## config.mk

```make
export PLATFORM = sky130hd
export DESIGN_NAME = dcp_timer
export DESIGN_NICKNAME = d
export VERILOG_FILES = /design/src/core/dcp_pkg.sv /design/src/core/dcp_edge_sync.sv /design/src/core/dcp_prescaler.sv /design/src/core/dcp_timer.sv
export SDC_FILE = /design/constraint.sdc
export NUM_CORES = 1
export LEC_CHECK = 0
export BUFFER_PORTS_ARGS = -buffer_cell sky130_fd_sc_hd__buf_2
export CORE_ASPECT_RATIO = 1.25
export CORE_MARGIN = 2
export CORE_UTILIZATION = 50
export CTS_BUF_LIST = sky130_fd_sc_hd__clkbuf_8
export CTS_CLUSTER_SIZE = 24
export DETAILED_ROUTE_END_ITERATION = 12
export PLACE_DENSITY = 0.89
export SYNTH_ARGS = -nofsm -noshare
export SYNTH_HDL_FRONTEND = slang
export SYNTH_SLANG_ARGS = --single-unit
```

## constraint.sdc

```tcl
create_clock -name clk -period 2.5 [get_ports clk]
set_input_delay 0.375 -clock clk [delete_from_list [all_inputs] [get_ports clk]]
set_output_delay 0.375 -clock clk [all_outputs]
set_load 0.005 [all_outputs]
```

## src/core/dcp_pkg.sv

```systemverilog
// shared constants and types for the down-counter pwm unit
package dcp_pkg;
  // register indices as printed; byte address is index times four
  localparam logic [3:0] IDX_COUNT = 4'h9;
  localparam logic [3:0] IDX_CTRL1 = 4'ha;
  localparam logic [3:0] IDX_CTRL2 = 4'hb;
  localparam logic [3:0] IDX_DUTY = 4'hc;
  localparam logic [7:0] ADDR_COUNT = {2'h0, IDX_COUNT, 2'h0};
  localparam logic [7:0] ADDR_CTRL1 = {2'h0, IDX_CTRL1, 2'h0};
  localparam logic [7:0] ADDR_CTRL2 = {2'h0, IDX_CTRL2, 2'h0};
  localparam logic [7:0] ADDR_DUTY = {2'h0, IDX_DUTY, 2'h0};
  // control one bit positions
  localparam int C1_EN = 0;
  localparam int C1_RL = 1;
  localparam int C1_OS = 2;
  localparam int C1_POL = 6;
  localparam int C1_OE = 7;
  // control two bit positions
  localparam int C2_RATE_LO = 0;
  localparam int C2_PSDIS_N = 3;
  localparam int C2_EDGE = 4;
  localparam int C2_SRC = 5;
  // reset values and other fixed constants
  localparam logic [7:0] CTRL1_RST = 8'h00;
  localparam logic [7:0] CTRL2_RST = 8'h3f;
  localparam logic [7:0] COUNT_RST = 8'hff;
  localparam logic [7:0] DUTY_RST = 8'h00;
  localparam logic [7:0] PRESC_RST = 8'hff;
  localparam logic [7:0] WRAP_VAL = 8'hff;
  localparam logic [7:0] ZERO_VAL = 8'h00;
  localparam logic [1:0] HTRANS_NONSEQ = 2'h2;
  localparam logic [2:0] HSIZE_WORD = 3'h2;

  typedef struct packed {
    logic pin_en;
    logic polarity;
    logic one_shot;
    logic reload_sel;
    logic enable;
  } dcp_ctrl1_t;

  typedef struct packed {
    logic src_ext;
    logic edge_fall;
    logic presc_dis_n;
    logic [2:0] rate;
  } dcp_ctrl2_t;

  typedef enum logic [2:0] {
    ST_IDLE = 3'b001,
    ST_RUN = 3'b010,
    ST_DONE = 3'b100
  } dcp_state_t;
endpackage

```

## src/core/dcp_edge_sync.sv

```systemverilog
// three-stage pin synchroniser with rising and falling event pulses
module dcp_edge_sync (
  input wire logic clk,
  input wire logic reset_n,
  input wire logic clk_en,
  input wire logic pin,
  output logic rise,
  output logic fall
);
  logic [2:0] sync;
  logic level;
  logic [2:0] next_sync;
  logic next_level;

  always_comb begin
    next_sync = {sync[1:0], pin};
    next_level = level;
    // change counts once the second and third stage agree
    if (sync[1] == sync[2]) begin
      next_level = sync[2];
    end
  end

  always_ff @(posedge clk or negedge reset_n) begin
    if (!reset_n) begin
      sync <= 3'h0;
      level <= 1'b0;
    end else if (clk_en) begin
      sync <= next_sync;
      level <= next_level;
    end
  end

  assign rise = clk_en && next_level && !level;
  assign fall = clk_en && !next_level && level;
endmodule

```

## src/core/dcp_prescaler.sv

```systemverilog
// prescaler: 8-bit down counter giving one pulse per 2^(rate+1) events
module dcp_prescaler #(
  parameter int WIDTH = 8
) (
  input wire logic clk,
  input wire logic reset_n,
  input wire logic clk_en,
  input wire logic enable,
  input wire logic event_in,
  input wire logic [2:0] rate,
  output logic tick
);
  logic [WIDTH-1:0] cnt;
  logic [WIDTH-1:0] next_cnt;
  logic [WIDTH-1:0] mask;

  // the rate decode and reset value assume an 8-bit divider
  if (WIDTH != 8) begin : g_width_chk
    $error("prescaler width must be 8");
  end

  always_comb begin
    mask = WIDTH'((9'h002 << rate) - 9'h001);
    next_cnt = cnt;
    tick = 1'b0;
    if (!enable) begin
      next_cnt = dcp_pkg::PRESC_RST;
    end else if (event_in) begin
      next_cnt = cnt - WIDTH'(1);
      // a full period of the selected ratio has elapsed
      if ((cnt & mask) == WIDTH'(0)) begin
        tick = 1'b1;
      end
    end
  end

  always_ff @(posedge clk or negedge reset_n) begin
    if (!reset_n) begin
      cnt <= dcp_pkg::PRESC_RST;
    end else if (clk_en) begin
      cnt <= next_cnt;
    end
  end
endmodule

```

## src/core/dcp_timer.sv

```systemverilog
// down-counting timer with prescaler, pwm stage and ahb-lite slave
//
// Operation
// - a read of the count register returns the live counter value.
// - writing the count register sets both the reload value and the counter.
// - non-stop with reload select clear wraps from zero to 0xff.
// - non-stop with reload select set reloads the stored value on underflow.
// - one-shot counts down to zero once and then stops.
// - the rate field divides by 2 to 256 in doublings; bypassed when disabled.
// - external counting uses falling edges when edge select is 1, else rising.
// - source select 1 picks the external pin, 0 the instruction clock.
// - pwm is inactive until count equals duty, then active until underflow.
// - pwm period follows the reload value with reload select set (else 256 steps), and duty the duty register.
// - polarity bit 1 makes pwm active low, 0 active high.
// - pin enable routes pwm to the port pin, else the pin stays gpio.
// - the duty register is write-only and reads back zero.
module dcp_timer (
  input wire logic clk,
  input wire logic reset_n,
  input wire logic clk_en,
  input wire logic hsel,
  input wire logic [31:0] haddr,
  input wire logic [1:0] htrans,
  input wire logic hwrite,
  input wire logic [2:0] hsize,
  input wire logic [31:0] hwdata,
  input wire logic hready,
  output logic [31:0] hrdata,
  output logic hreadyout,
  output logic hresp,
  input wire logic external_count_pin,
  input wire logic gpio_out,
  input wire logic gpio_oe,
  output logic pwm_port_pin_out,
  output logic pwm_port_pin_oe
);
  dcp_pkg::dcp_ctrl1_t ctrl1, next_ctrl1;
  dcp_pkg::dcp_ctrl2_t ctrl2, next_ctrl2;
  dcp_pkg::dcp_state_t state, next_state;
  logic [7:0] count, next_count;
  logic [7:0] reload, next_reload;
  logic [7:0] duty, next_duty;
  logic pwm_act, next_pwm_act;
  logic wr_pend, next_wr_pend;
  logic [7:0] wr_addr, next_wr_addr;
  logic [31:0] next_hrdata;
  logic next_pin_out, next_pin_oe;
  logic ext_rise, ext_fall, ext_evt, src_evt, presc_tick, step;
  logic wr_now;
  logic rd_take;
  logic [7:0] rd_addr;
  logic underflow;

  dcp_edge_sync u_sync (
    .clk(clk),
    .reset_n(reset_n),
    .clk_en(clk_en),
    .pin(external_count_pin),
    .rise(ext_rise),
    .fall(ext_fall)
  );

  assign ext_evt = ctrl2.edge_fall ? ext_fall : ext_rise;
  // instruction clock: one event per enabled clock cycle
  assign src_evt = ctrl2.src_ext ? ext_evt : 1'b1;

  dcp_prescaler #(
    .WIDTH(8)
  ) u_presc (
    .clk(clk),
    .reset_n(reset_n),
    .clk_en(clk_en),
    .enable(!ctrl2.presc_dis_n && ctrl1.enable),
    .event_in(src_evt),
    .rate(ctrl2.rate),
    .tick(presc_tick)
  );

  // prescaler bypassed while its disable bit is set
  assign step = ctrl1.enable &&
                (ctrl2.presc_dis_n ? src_evt : presc_tick);

  // bus: address phase capture
  assign wr_now = hsel && hready && htrans[1] && hwrite;
  assign rd_take = hsel && hready && htrans[1] && !hwrite;
  assign rd_addr = haddr[7:0];
  assign underflow = step && (state == dcp_pkg::ST_RUN) &&
                     (count == dcp_pkg::ZERO_VAL);

  always_comb begin
    next_wr_pend = wr_now;
    next_wr_addr = wr_now ? haddr[7:0] : wr_addr;
    next_hrdata = 32'h0;
    if (rd_take) begin
      case (rd_addr)
        dcp_pkg::ADDR_COUNT: next_hrdata = {24'h0, count};
        dcp_pkg::ADDR_CTRL1: next_hrdata = {24'h0, 5'h0, ctrl1.one_shot,
                                            ctrl1.reload_sel, ctrl1.enable};
        dcp_pkg::ADDR_CTRL2: next_hrdata = {24'h0, 2'h0, ctrl2};
        dcp_pkg::ADDR_DUTY: next_hrdata = 32'h0;
        default: next_hrdata = 32'h0;
      endcase
    end
  end

  always_comb begin
    next_ctrl1 = ctrl1;
    next_ctrl2 = ctrl2;
    next_reload = reload;
    next_duty = duty;
    next_count = count;
    next_state = state;
    next_pwm_act = pwm_act;
    case (state)
      dcp_pkg::ST_IDLE: begin
        next_pwm_act = 1'b0;
        if (ctrl1.enable) begin
          next_state = dcp_pkg::ST_RUN;
        end
      end
      dcp_pkg::ST_RUN: begin
        if (!ctrl1.enable) begin
          next_state = dcp_pkg::ST_IDLE;
        end else if (underflow) begin
          next_pwm_act = 1'b0;
          if (ctrl1.one_shot) begin
            next_state = dcp_pkg::ST_DONE;
          end else if (ctrl1.reload_sel) begin
            next_count = reload;
          end else begin
            next_count = dcp_pkg::WRAP_VAL;
          end
        end else if (step) begin
          next_count = count - 8'h01;
        end
        if (ctrl1.enable && !underflow && count == duty) begin
          next_pwm_act = 1'b1;
        end
      end
      dcp_pkg::ST_DONE: begin
        next_pwm_act = 1'b0;
        if (!ctrl1.enable) begin
          next_state = dcp_pkg::ST_IDLE;
        end
      end
      default: next_state = dcp_pkg::ST_IDLE;
    endcase
    if (wr_pend) begin
      case (wr_addr)
        dcp_pkg::ADDR_COUNT: begin
          next_reload = hwdata[7:0];
          next_count = hwdata[7:0];
          if (state == dcp_pkg::ST_DONE) begin
            next_state = dcp_pkg::ST_RUN;
          end
        end
        dcp_pkg::ADDR_CTRL1: begin
          next_ctrl1.pin_en = hwdata[dcp_pkg::C1_OE];
          next_ctrl1.polarity = hwdata[dcp_pkg::C1_POL];
          next_ctrl1.one_shot = hwdata[dcp_pkg::C1_OS];
          next_ctrl1.reload_sel = hwdata[dcp_pkg::C1_RL];
          next_ctrl1.enable = hwdata[dcp_pkg::C1_EN];
        end
        dcp_pkg::ADDR_CTRL2: begin
          next_ctrl2 = hwdata[dcp_pkg::C2_SRC:dcp_pkg::C2_RATE_LO];
        end
        dcp_pkg::ADDR_DUTY: next_duty = hwdata[7:0];
        default: next_duty = duty;
      endcase
    end
  end

  always_comb begin
    // polarity applied, then pin mux
    next_pin_out = gpio_out;
    next_pin_oe = gpio_oe;
    if (ctrl1.pin_en) begin
      next_pin_out = next_pwm_act ^ next_ctrl1.polarity;
      next_pin_oe = 1'b1;
    end
  end

  always_ff @(posedge clk or negedge reset_n) begin
    if (!reset_n) begin
      ctrl1 <= dcp_pkg::dcp_ctrl1_t'(5'h0);
      ctrl2 <= dcp_pkg::dcp_ctrl2_t'(dcp_pkg::CTRL2_RST[5:0]);
      state <= dcp_pkg::ST_IDLE;
      count <= dcp_pkg::COUNT_RST;
      reload <= dcp_pkg::COUNT_RST;
      duty <= dcp_pkg::DUTY_RST;
      pwm_act <= 1'b0;
      wr_pend <= 1'b0;
      wr_addr <= 8'h00;
      hrdata <= 32'h0;
      pwm_port_pin_out <= 1'b0;
      pwm_port_pin_oe <= 1'b0;
    end else if (clk_en) begin
      ctrl1 <= next_ctrl1;
      ctrl2 <= next_ctrl2;
      state <= next_state;
      count <= next_count;
      reload <= next_reload;
      duty <= next_duty;
      pwm_act <= next_pwm_act;
      wr_pend <= next_wr_pend;
      wr_addr <= next_wr_addr;
      hrdata <= next_hrdata;
      pwm_port_pin_out <= next_pin_out;
      pwm_port_pin_oe <= next_pin_oe;
    end
  end

  always_ff @(posedge clk or negedge reset_n) begin
    if (!reset_n) begin
      hreadyout <= 1'b1;
      hresp <= 1'b0;
    end else begin
      hreadyout <= 1'b1;
      hresp <= 1'b0;
    end
  end
endmodule

```

==> metrics.md, run 1 <==
| Metric | Value |
|---|---|
| CTS Root Cell | `clkbuf_8` |
| Post-synth EDFFs | `0` |
| Distinct cells, synth | `slightly above 60` |
| DR DRC count | `0` |
| RSZ-0062 raised after global routing | `no` |
| Total routed wirelength | `between 9 and 10 mm` |
| Post-synthesis sequential area ratio | `about 44%` |
| Measured slew at the worst slew-check pin | `around 880 ps` |
| Drt via density | `5.921` |
| CTS tree | `built` |
| Avg WL per Cell | `~18 um` |
| Number of port buffers | `35` |
| Layout Cells excl Fill | `542` |
| Pwr Total | `approximately 2400 uW` |
| Worst R2R Setup Slack | `approximately 350 ps` |
| Max Cap Viol | `0` |
| Max VDD drop | `approximately 0.47 mV` |
| Max Fclk | `around 460 MHz` |
| Die X | `84.41 um` |
| Mux cell area share after synthesis | `under 10%` |
| Min Tclk post-route | `2155 ps` |
| Io pins | `114` |
| First-pass GRT wire length | `approximately 16 mm` |
| Cts repair resizes | `0` |
| GRT busiest layer | `met2` |
| Nets | `522` |
| Part of the cycle the worst path needs | `86.19%` |
| Die ar. | `8822 um2` |
| Crit start category | `register` |
| Share of the synthesized area in the top cell type | `about a quarter` |
| Final ANT Viol Nets | `0` |
| Main combinational cell family by area after synthesis | `simple AND/OR/NAND/NOR gates` |
| Vias in the first global route | `3,020` |
| # diodes | `0` |
| Final HPWL DP | `around 6.9 mm` |
| Yosys warnings | `0` |
| Hold Crit Class | `primary input to asynchronous set/reset pin` |
| Largest net degree at the start of global routing | `71` |
| CTS buffer count | `9` |
| Tot GR Track Use | `between 20% and 30%` |
| GPL Wtd Cong | `around 0.95` |
| Largest cells by area after synthesis | `dfrtp_1 (24%), dfstp_2 (20%), mux2_2 (7.8%), buf_4 (5.0%), nand2_1 (4.7%)` |
| M3 GR Usage | `4.444%` |
| Clock sink count | `70` |
| Largest area contributor in the netlist | `dfrtp_1` |
| Status | `finished clean` |
| Synth Register Bits | `70` |
| Critical path class | `register to register` |
| Max Clock Skew | `approximately 12 ps` |
| Initial DRT Pass Iterations | `5` |
| WHS | `approximately 190 ps` |
| Post-synthesis simple-gate area fraction | `roughly 18%` |
| Leak | `around 0.0019 uW` |
| Total number of vias | `approximately 3,200` |
| Max-slew violation count | `0` |
| Worst Path Max Fanout | `4` |
| Core ar. | `about 8000 um2` |
| Die Y | `approximately 100 um` |
| Slew headroom | `between 40% and 50%` |
| Post-synthesis xor/xnor area fraction | `3.034%` |
| Clock tree buffer depth | `2` |
| Setup violations, final | `0` |
| Hold Vio Cnt, Final | `0` |
| Setup TNS | `0 ps` |
| Adder-cell share of the synthesized area | `less than 1%` |
| Clock transition at path regs | `70 ps` |
| Crit. End Element | `register` |
| Mapped Area | `approximately 4000 um2` |
| Initial Util | `roughly 52%` |
| Filler instances | `about 690` |
| Share of post-route cells with drive strength above 1 | `between 20 and 30%` |
| Placed Cells | `around 530` |
| Final Util | `between 50% and 60%` |
| GR Util met1 | `29.24%` |
| Fraction of registers with async set/reset | `between 90% and 100%` |
| Power density over the cells | `approximately 550 nW/um2` |
| Initial DRC count | `between 200 and 300` |
| Antenna violations before repair | `0` |
| Area delta synth->final | `8.142%` |
| H-tree Lvls | `3` |
| Met2 Usage GRT | `about 37%` |
| Cts hold-fix bufs | `0` |
| Crit path DAT | `around 2400 ps` |
| Post CTS Setup Buffer Count | `0` |
| Post-Syn Instances | `between 400 and 500` |
| Remaining Overflow, GRT | `0` |
| Skew-Pair Late Insertion Delay | `roughly 360 ps` |
| Syn avg cell area | `roughly 9.9 um2` |
| Synth Area in Compound Gates | `16.50%` |
| Site row count | `36` |
| CP required | `around 2700 ps` |
| Dominant synthesized flop cell | `dfrtp_1` |
-- synth_stat cells, drive strengths merged, types with 7 or more instances --
master / instances
and3: 8
nor4: 7
dfrtp: 39
o2bb2ai: 7
nand2: 51
inv: 14
o21ai: 30
nor3: 11
clkbuf: 7
xnor2: 13
mux2: 28
nand3: 9
buf: 38
nor2: 17
o22ai: 7
a21oi: 15
nor2b: 7
dfstp: 31
-- per-stage QoR --
step	setup WS, ps	instance area [um2]
final	345.2	4370
after global placement	421.2	4177
after global routing	195.0	4370
after detailed placement	395.5	4177
after floorplan	303.0	4131
after CTS	376.4	4370
-- final timing paths --
check	end	startpoint	cells past startpoint
max in group asynchronous	ctrl1[2]	reset_n	2
max	pwm_port_pin_out	count[0]	8
min in group clk	u_sync.sync[0]	external_count_pin	2
min reg2reg	reload[5]	reload[5]	2
min	state[2]	reset_n	2
max reg2reg	pwm_port_pin_out	count[0]	8
-- area by class of cell --
type / instances / area, um2 / area share, %
inverters: 14 / 52.55 / 1.202
well taps: 95 / 118.9 / 2.720
flip-flops and latches: 70 / 1790 / 40.97
clock buffers: 10 / 137.6 / 3.149
clock inverters: 6 / 56.30 / 1.288
repair buffers: 43 / 235.2 / 5.382
multi-input cells: 304 / 1979 / 45.29
-- worst max-delay path, stage by stage (launching register included) --
cell     delay, ps
dfstp_2        370
inv_1           80
ha_1           180
nor3b_1        380
and3_1         330
and4_1         240
o21a_1         180
xnor2_1        150
a31oi_1        110
-- power breakdown --
| group | total, uW | internal, uW | switching (uW) |
|---|---|---|---|
| sequential | 1270 | 1210 | 66.7 |
| combinational | 245 | 102 | 142 |
| clock | 900 | 477 | 423 |
| total | 2420 | 1790 | 632 |
-- kinds of logic after synthesis --
family | after synthesis
xor+xnor | 14
simple gates | 134
flops | 70
buf+inv | 59
other cells | 2
compound gates | 96
fa+ha+maj | 2
mux | 32
-- cells in the final DEF, fill, tap and decap left out, types with 3 or more instances in the layout --
master	synthesis	layout
nand2_1	51	51
dfrtp_1	39	39
buf_2	7	35
dfstp_2	31	31
mux2_2	28	28
conb_1	2	26
o21ai_0	21	21
inv_1	14	17
nor2_1	17	17
a21oi_1	15	15
xnor2_1	13	13
nor3_1	11	11
clkbuf_8	0	10
o21ai_1	8	8
and3_1	8	8
nand3_1	8	8
buf_4	27	8
nor2b_1	7	7
o22ai_1	7	7
o2bb2ai_1	7	7
nand4_1	5	5
a31oi_1	4	4
o211ai_1	4	4
nor4_1	4	4
mux2i_1	4	4
o21a_1	3	3
nand2b_1	3	3
a22o_1	3	3
a22oi_1	3	3
nand3b_1	3	3
-- routing by layer --
metal / up-vias / part of all wire [%] / routed length [um]
li1: 1488 / - / -
met1: 1568 / 40 / 3822
met2: 133 / 51 / 4842
met3: 20 / 5.8 / 554
met4: 0 / 3.1 / 292
met5: - / 0 / 0
-- sequential cells by signal, indices dropped and copies added, names as in the netlist --
signal / count
count: 8
duty: 8
hrdata: 8
reload: 8
u_presc.cnt: 8
wr_addr: 8
ctrl2: 6
ctrl1: 5
state: 3
u_sync.sync: 3
pwm_act: 1
pwm_port_pin_oe: 1
pwm_port_pin_out: 1
u_sync.level: 1
wr_pend: 1
Note: power is estimated with default switching activity, not from simulation.
==> run 2: changes to the inputs <==
--- a/config.mk
+++ b/config.mk
@@ -5,6 +5,7 @@
 export SDC_FILE = /design/constraint.sdc
 export NUM_CORES = 1
 export LEC_CHECK = 0
+export ABC_AREA = 1
 export BUFFER_PORTS_ARGS = -buffer_cell sky130_fd_sc_hd__buf_2
 export CORE_ASPECT_RATIO = 1.25
 export CORE_MARGIN = 2
==> metrics.md, run 2 <==
| Metric | Value |
|---|---|
| Worst Path Max Fanout | `7 (was 4)` |
| Yosys warnings | `0 (unchanged)` |
| Area delta synth->final | `9.363% (was 8.142%)` |
| Clock transition at path regs | `70 ps (about the same)` |
| Die Y | `105.8 um (was 104.5 um)` |
| Nets | `676 (was 522)` |
| Setup TNS | `0 ps (unchanged)` |
| Die X | `85.42 um (was 84.41 um)` |
| Clock tree buffer depth | `2 (unchanged)` |
| Initial DRT Pass Iterations | `5 (unchanged)` |
| Max VDD drop | `0.3072 mV (was 0.4749 mV)` |
| Largest net degree at the start of global routing | `34 (was 71)` |
| Drt via density | `5.342 (was 5.921)` |
| Worst r2r path cells | `10 (was 8)` |
| Antenna violations before repair | `0 (unchanged)` |
| Vias in the first global route | `3,731 (was 3,020)` |
| Syn avg cell area | `7.358 um2 (was 9.881 um2)` |
| Total routed wirelength | `9.881 mm (was 9.511 mm)` |
| Number of port buffers | `35 (unchanged)` |
| Remaining Overflow, GRT | `0 (unchanged)` |
| CTS Root Cell | `clkbuf_8 (unchanged)` |
| Share of the synthesized area in the top cell type | `23.56% (was 24.15%)` |
| Crit path DAT | `2300 ps (was 2380 ps)` |
| Setup violations, final | `0 (unchanged)` |
| Part of the cycle the worst path needs | `81.23% (was 86.19%)` |
| End point of the critical path | `state[1] (was pwm_port_pin_out)` |
| Leak | `0.002226 uW (was 0.001884 uW)` |
| Hold Crit Class | `primary input to asynchronous set/reset pin (unchanged)` |
| FF-to-FF End | `state[1] (was pwm_port_pin_out)` |
| Slew headroom | `51.47% (was 41.00%)` |
| Clock sink count | `70 (unchanged)` |
| Fraction of registers with async set/reset | `100.0% (unchanged)` |
| Min Tclk post-route | `2031 ps (was 2155 ps)` |
| DR DRC count | `0 (unchanged)` |
| Tot GR Track Use | `23.51% (was 22.67%)` |
| Largest cells by area after synthesis | `dfrtp_1 (24%), dfstp_2 (20%), nand2_1 (14%), inv_1 (6.4%), o21ai_0 (5.8%) (was dfrtp_1 (24%), dfstp_2 (20%), mux2_2 (7.8%), buf_4 (5.0%), nand2_1 (4.7%))` |
| Reg-to-reg startpoint | `count[0] (unchanged)` |
| Count leader, synth | `nand2_1 (unchanged)` |
| # diodes | `0 (unchanged)` |
| CTS buffer count | `9 (unchanged)` |
| First-pass GRT wire length | `16.88 mm (was 15.60 mm)` |
| Mapped Area | `4143 um2 (was 4041 um2)` |
| Initial DRC count | `288 (was 281)` |
| Post-synthesis sequential area ratio | `43.22% (was 44.30%)` |
| Status | `finished clean (unchanged)` |
| Power density over the cells | `580.7 nW/um2 (was 553.2 nW/um2)` |
| Worst setup path start | `count[0] (unchanged)` |
| Io pins | `114 (unchanged)` |
| Worst R2R Setup Slack | `470 ps (was 350 ps)` |
| Initial Util | `50.84% (was 51.56%)` |
| Leading cell type in the layout, fill and taps excluded | `nand2_1 (unchanged)` |
| Measured slew at the worst slew-check pin | `721.2 ps (was 885.0 ps)` |
| Share of post-route cells with drive strength above 1 | `16.81% (was 27.96%)` |
| Site row count | `37 (was 36)` |
| Core ar. | `8148 um2 (was 7838 um2)` |
| Avg WL per Cell | `14.16 um (was 17.55 um)` |
| Distinct cells, synth | `40 (was 62)` |
| Max Cap Viol | `0 (unchanged)` |
| CTS tree | `built (unchanged)` |
| Post CTS Setup Buffer Count | `0 (unchanged)` |
| Final ANT Viol Nets | `0 (unchanged)` |
| Post-Syn Instances | `563 (was 409)` |
| Hold Vio Cnt, Final | `0 (unchanged)` |
| Cts repair resizes | `0 (unchanged)` |
| RSZ-0062 raised after global routing | `no (unchanged)` |
| Max-slew violation count | `0 (unchanged)` |
| Largest area contributor in the netlist | `dfrtp_1 (unchanged)` |
| Commonest non-fill, non-tap cells in the layout | `nand2_1 (153), inv_1 (71), o21ai_0 (48), dfrtp_1 (39) (was nand2_1 (51), dfrtp_1 (39), buf_2 (35), dfstp_2 (31), mux2_2 (28))` |
| CP required | `2770 ps (was 2730 ps)` |
| Final HPWL DP | `7.399 mm (was 6.894 mm)` |
| GPL Wtd Cong | `0.9439 (was 0.9464)` |
| Max Fclk | `492.4 MHz (was 464.1 MHz)` |
| H-tree Lvls | `3 (unchanged)` |
| Skew-Pair Late Insertion Delay | `360 ps (about the same)` |
| Crit start category | `register (unchanged)` |
| Max Clock Skew | `7.776 ps (was 12.09 ps)` |
| Dominant synthesized flop cell | `dfrtp_1 (unchanged)` |
| Crit. End Element | `register (unchanged)` |
| Die ar. | `9034 um2 (was 8822 um2)` |
| Synth Register Bits | `70 (unchanged)` |
| Post-synth EDFFs | `0 (unchanged)` |
| Critical path class | `register to register (unchanged)` |
| Pwr Total | `2631 uW (was 2418 uW)` |
| Post-synth top cells | `nand2_1 (153), inv_1 (71), o21ai_0 (48) (was nand2_1 (51), dfrtp_1 (39), dfstp_2 (31))` |
| Total number of vias | `3,729 (was 3,209)` |
| Cts hold-fix bufs | `0 (unchanged)` |
## run 2: changes by cell type after synthesis, sizes merged, moves of 15 or more
cell   before  now
nand2      51  154
inv        14   73
o21ai      30   61
nand3       9   39
mux2       28    1
a21oi      15   39
nor2       17   32
## run 2: per-stage QoR
stage	setup WS, ps	hold slack [ps]	instance area, um2	utilization, %	instances
after detailed placement	475.8	456.1	4312	52.92	682
after global routing	335.0	98.00	4531	55.61	698
final	469.3	57.19	4531	55.61	698
after CTS	496.7	71.90	4531	55.61	698
after global placement	503.9	442.7	4312	52.92	682
after floorplan	786.1	79.41	4233	-	587
## run 2: cells by family after synthesis
kind of cell / synth area share (%)
AOI/OAI and AO/OA: 14.92
DFF: 43.22
other: 0.1813
and+or+nand+nor: 25.58
buffers and inverters: 13.32
muxes: 0.2718
xor gates and xnor gates: 1.903
adders and majority gates: 0.6040
## run 2: critical path, stage by stage (launching register included)
cell      delay, ps
dfstp_2         560
inv_1           120
ha_1            270
nand3_1         120
nand3b_1        160
inv_1            90
nand3_4         140
clkinv_2        140
nand2_1         110
nand3_1          90
a22oi_1         140
## run 2: final cells by class
cell class / instances / area [um2]
clock buffer: 13 / 178.9
clock inverter: 3 / 40.04
fill: 770 / 3617
inverter: 74 / 281.5
multi-input combinational: 399 / 1891
sequential: 70 / 1790
tap: 97 / 121.4
timing repair buffer: 42 / 227.7
## run 2: worst min-delay path by stage
| stage | from | to | slack (ps) | cells past startpoint |
|---|---|---|---|---|
| finish | reset_n | wr_addr[3] | 60 | 1 |
| global route | reset_n | wr_addr[3] | 100 | 1 |
| CTS | reset_n | wr_addr[3] | 70 | 1 |
| detailed placement | reset_n | wr_addr[2] | 460 | 1 |
| global placement | reset_n | wr_addr[1] | 440 | 1 |
| floorplan | reset_n | ctrl1[0] | 80 | 0 |
## run 2: layer usage
metal  global-route usage (%)  up-vias  share of wire (%)  wire length [um]
li1                         -     1819                  -                 -
met1                    27.05     1745                 40              3938
met2                    40.23      136                 51              5006
met3                    5.717       29                6.1               603
met4                    11.79        0                3.4               332
met5                        0        -                  0                 0
## run 2: where the power goes
part	internal, uW	leakage (uW)	switching [uW]	total (uW)
clock	566	0.000115	409	975
combinational	128	0.00127	238	366
sequential	1220	0.000843	69.0	1290
total	1910	0.00223	716	2630
==> run 3: changes to the inputs <==
--- a/config.mk
+++ b/config.mk
@@ -9,11 +9,11 @@
 export BUFFER_PORTS_ARGS = -buffer_cell sky130_fd_sc_hd__buf_2
 export CORE_ASPECT_RATIO = 1.25
 export CORE_MARGIN = 2
-export CORE_UTILIZATION = 50
+export CORE_UTILIZATION = 49
 export CTS_BUF_LIST = sky130_fd_sc_hd__clkbuf_8
 export CTS_CLUSTER_SIZE = 24
 export DETAILED_ROUTE_END_ITERATION = 12
-export PLACE_DENSITY = 0.89
+export PLACE_DENSITY = 0.9
 export SYNTH_ARGS = -nofsm -noshare
 export SYNTH_HDL_FRONTEND = slang
 export SYNTH_SLANG_ARGS = --single-unit
==> constraint.sdc (replaced) <==
create_clock -name clk -period 1.8 [get_ports clk]
set_input_delay 0.27 -clock clk [delete_from_list [all_inputs] [get_ports clk]]
set_output_delay 0.27 -clock clk [all_outputs]
set_load 0.005 [all_outputs]
==> metrics.md, run 3 (synthesis results as in run 2) <==
| Metric | Value |
|---|---|
| Sw Ratio | `28.68% (was 27.22%)` |
| Pre-CTS setup slack | `-67.40 ps (was 475.8 ps)` |
| Skew-Pair Late Insertion Delay | `360 ps (about the same)` |
| Crit start category | `register (unchanged)` |
| Max Cap Viol | `0 (unchanged)` |
| Die X | `86.24 um (was 85.42 um)` |
| Critical Path Max Stage Delay | `370 ps (was 560 ps)` |
| Leak | `0.002409 uW (was 0.002226 uW)` |
| Max Fclk | `565.1 MHz (was 492.4 MHz)` |
| Worst path slowest cell | `dfrtp_1 (was dfstp_2)` |
| Final Util | `59.16% (was 55.61%)` |
| Seq pwr share | `49.3% (was 49.0%)` |
| Die Y | `106.8 um (was 105.8 um)` |
| Clock sink count | `70 (unchanged)` |
| Filler instances | `717 (was 770)` |
| Measured slew at the worst slew-check pin | `691.2 ps (was 721.2 ps)` |
| Clock tree buffer depth | `2 (unchanged)` |
| RSZ-0062 raised after global routing | `yes (was no)` |
| Hold Crit Class | `primary input to register (was primary input to asynchronous set/reset pin)` |
| Initial DRC count | `291 (was 288)` |
| Clk pwr share | `33.6% (was 37.1%)` |
| H-tree Lvls | `3 (unchanged)` |
| Placed Cells | `705 (was 682)` |
| Final ANT Viol Nets | `0 (unchanged)` |
| Initial Util | `50.27% (was 50.84%)` |
| Clock transition at path regs | `70 ps (about the same)` |
| Min Tclk post-route | `1770 ps (was 2031 ps)` |
| DR DRC count | `0 (unchanged)` |
| Psw | `1036 uW (was 716.2 uW)` |
| Die ar. | `9210 um2 (was 9034 um2)` |
| GPL Wtd Cong | `0.9462 (was 0.9439)` |
| Area delta synth->final | `17.67% (was 9.363%)` |
| Crit path DAT | `2020 ps (was 2300 ps)` |
| Crit. End Element | `register (unchanged)` |
| Commonest non-fill, non-tap cells in the layout | `nand2_1 (144), inv_1 (70), o21ai_0 (46), dfrtp_1 (39), a21oi_1 (36) (was nand2_1 (153), inv_1 (71), o21ai_0 (48), dfrtp_1 (39))` |
| CTS tree | `built (unchanged)` |
| Total routed wirelength | `10.57 mm (was 9.881 mm)` |
| Critical path class | `register to register (unchanged)` |
| Status | `finished clean (unchanged)` |
| Max-slew violation count | `0 (unchanged)` |
| # diodes | `0 (unchanged)` |
| Site row count | `37 (unchanged)` |
| CTS buffer count | `9 (unchanged)` |
| Vias in the first global route | `3,854 (was 3,731)` |
| Nets | `706 (was 676)` |
| Slew headroom | `53.92% (was 51.47%)` |
| Avg WL per Cell | `14.52 um (was 14.16 um)` |
| Total number of vias | `3,937 (was 3,729)` |
| Cell internal pwr | `2577 uW (was 1915 uW)` |
| Io pins | `114 (unchanged)` |
| Worst-path cell chain | `or2_1 > nor2_2 > nand3_2 > nor2_4 > nand2_1 > o21ai_1 > inv_1 > nand3_2 > nand3_1 > nand2_1 > nand2_1 (was inv_1 > ha_1 > nand3_1 > nand3b_1 > inv_1 > nand3_4 > clkinv_2 > nand2_1 > nand3_1 > a22oi_1)` |
| CP required | `2050 ps (was 2770 ps)` |
| Drt via density | `5.408 (was 5.342)` |
| Crit-path leading delay family | `simple AND/OR/NAND/NOR gates (unchanged)` |
| Placed Instance Area | `4497 um2 (was 4312 um2)` |
| Area of the multi-input gates | `2006 um2 (was 1891 um2)` |
| Part of the cycle the worst path needs | `98.31% (was 81.23%)` |
| Hold Vio Cnt, Final | `0 (unchanged)` |
| Cell mode on critical path | `nand2_1` |
| Tot GR Track Use | `23.88% (was 23.51%)` |
| Worst path bufs/invs | `1 (was 3)` |
| Max VDD drop | `0.3309 mV (was 0.3072 mV)` |
| Initial DRT Pass Iterations | `7 (was 5)` |
| Remaining Overflow, GRT | `0 (unchanged)` |
| Max Clock Skew | `10.93 ps (was 7.776 ps)` |
| Number of port buffers | `35 (unchanged)` |
| Share of post-route cells with drive strength above 1 | `25.04% (was 16.81%)` |
| Final HPWL DP | `7.708 mm (was 7.399 mm)` |
| Antenna violations before repair | `0 (unchanged)` |
| Setup violations, final | `0 (unchanged)` |
| Pwr Total | `3613 uW (was 2631 uW)` |
| Final setup margin | `30.45 ps (was 469.3 ps)` |
| Largest net degree at the start of global routing | `71 (was 34)` |
| Layout Cells excl Fill | `728 (was 698)` |
| Core ar. | `8240 um2 (was 8148 um2)` |
| Fin area | `4875 um2 (was 4531 um2)` |
| Worst Path Max Fanout | `3 (was 7)` |
| Logic pwr share | `17.2% (was 13.9%)` |
| Leading cell type in the layout, fill and taps excluded | `nand2_1 (unchanged)` |
| First-pass GRT wire length | `17.42 mm (was 16.88 mm)` |
| Power density over the cells | `741.2 nW/um2 (was 580.7 nW/um2)` |
| Register Area | `1790 um2 (unchanged)` |
| CTS Root Cell | `clkbuf_8 (unchanged)` |
==> run 3: changes by cell type in the layout (fill, tap and decap cells not counted), moves of 4 or more <==
cell	delta
nor2_2	+5
nand2_2	+7
buf_4	+25
nand2_1	-9
nor2_1	-6
nand3_2	+6
inv_2	+4
nand3_1	-6
==> run 3: per-stage QoR <==
stage,hold slack (ps),setup TNS (ps)
finish,121.9,0
detailed placement,325.8,-134.6
CTS,126.3,0
floorplan,-25.59,0
global placement,316.5,-21.20
global route,146.0,-848.4
==> run 3: final cells by class <==
type                    instances  area share (%)
inverters                      74           5.903
flip-flops and latches         70           36.73
well taps                      97           2.490
clock buffers                  13           3.670
multi-input cells             399           41.14
repair buffers                 72           9.831
clock inverters                 3          0.2310
==> run 3: layer usage <==
metal	track usage (%)	vias up	share of wire (%)
met2	41.03	156	51
met4	13.84	0	4.3
met5	0	-	0
met3	3.695	36	5.1
met1	27.98	1858	40
li1	-	1887	-
==> run 3: worst register-to-register path: stages (launching register included) <==
cell,delay [ps]
dfrtp_1,370
or2_1,280
nor2_2,140
nand3_2,110
nor2_4,150
nand2_1,60
o21ai_1,170
inv_1,110
nand3_2,90
nand3_1,70
nand2_1,70
nand2_1,40
==> run 3: what timing repair did <==
item	in CTS	in global routing
hold endpoints to repair	39	0
setup buffers	1	5
pin swaps	0	11
hold buffers	1	0
gates resized for setup	5	37
endpoints found under the setup margin	10	13
gates cloned	0	0
==> run 3: worst paths after layout <==
| kind | startpoint | endpoint | slack, ps | cells after the start |
|---|---|---|---|---|
| max | wr_addr[7] | pwm_port_pin_out | 30 | 11 |
| min | external_count_pin | u_sync.sync[0] | 120 | 3 |
| max reg2reg | wr_addr[7] | pwm_port_pin_out | 30 | 11 |
| min reg2reg | hrdata[6] | hrdata[6] | 480 | 2 |
| max in group asynchronous | reset_n | reload[2] | 990 | 3 |
| min in group asynchronous | reset_n | hrdata[2] | 470 | 3 |
==> run 3: power by group through the flow <==
| stage | Clock, uW | Combinational (uW) | Sequential, uW |
|---|---|---|---|
| finish | 1210 | 621 | 1780 |
| floorplan | 0 | 413 | 1770 |
| global placement | 0 | 545 | 1790 |
| detailed placement | 0 | 568 | 1800 |
| global route | 1280 | 696 | 1790 |
| CTS | 1210 | 575 | 1770 |
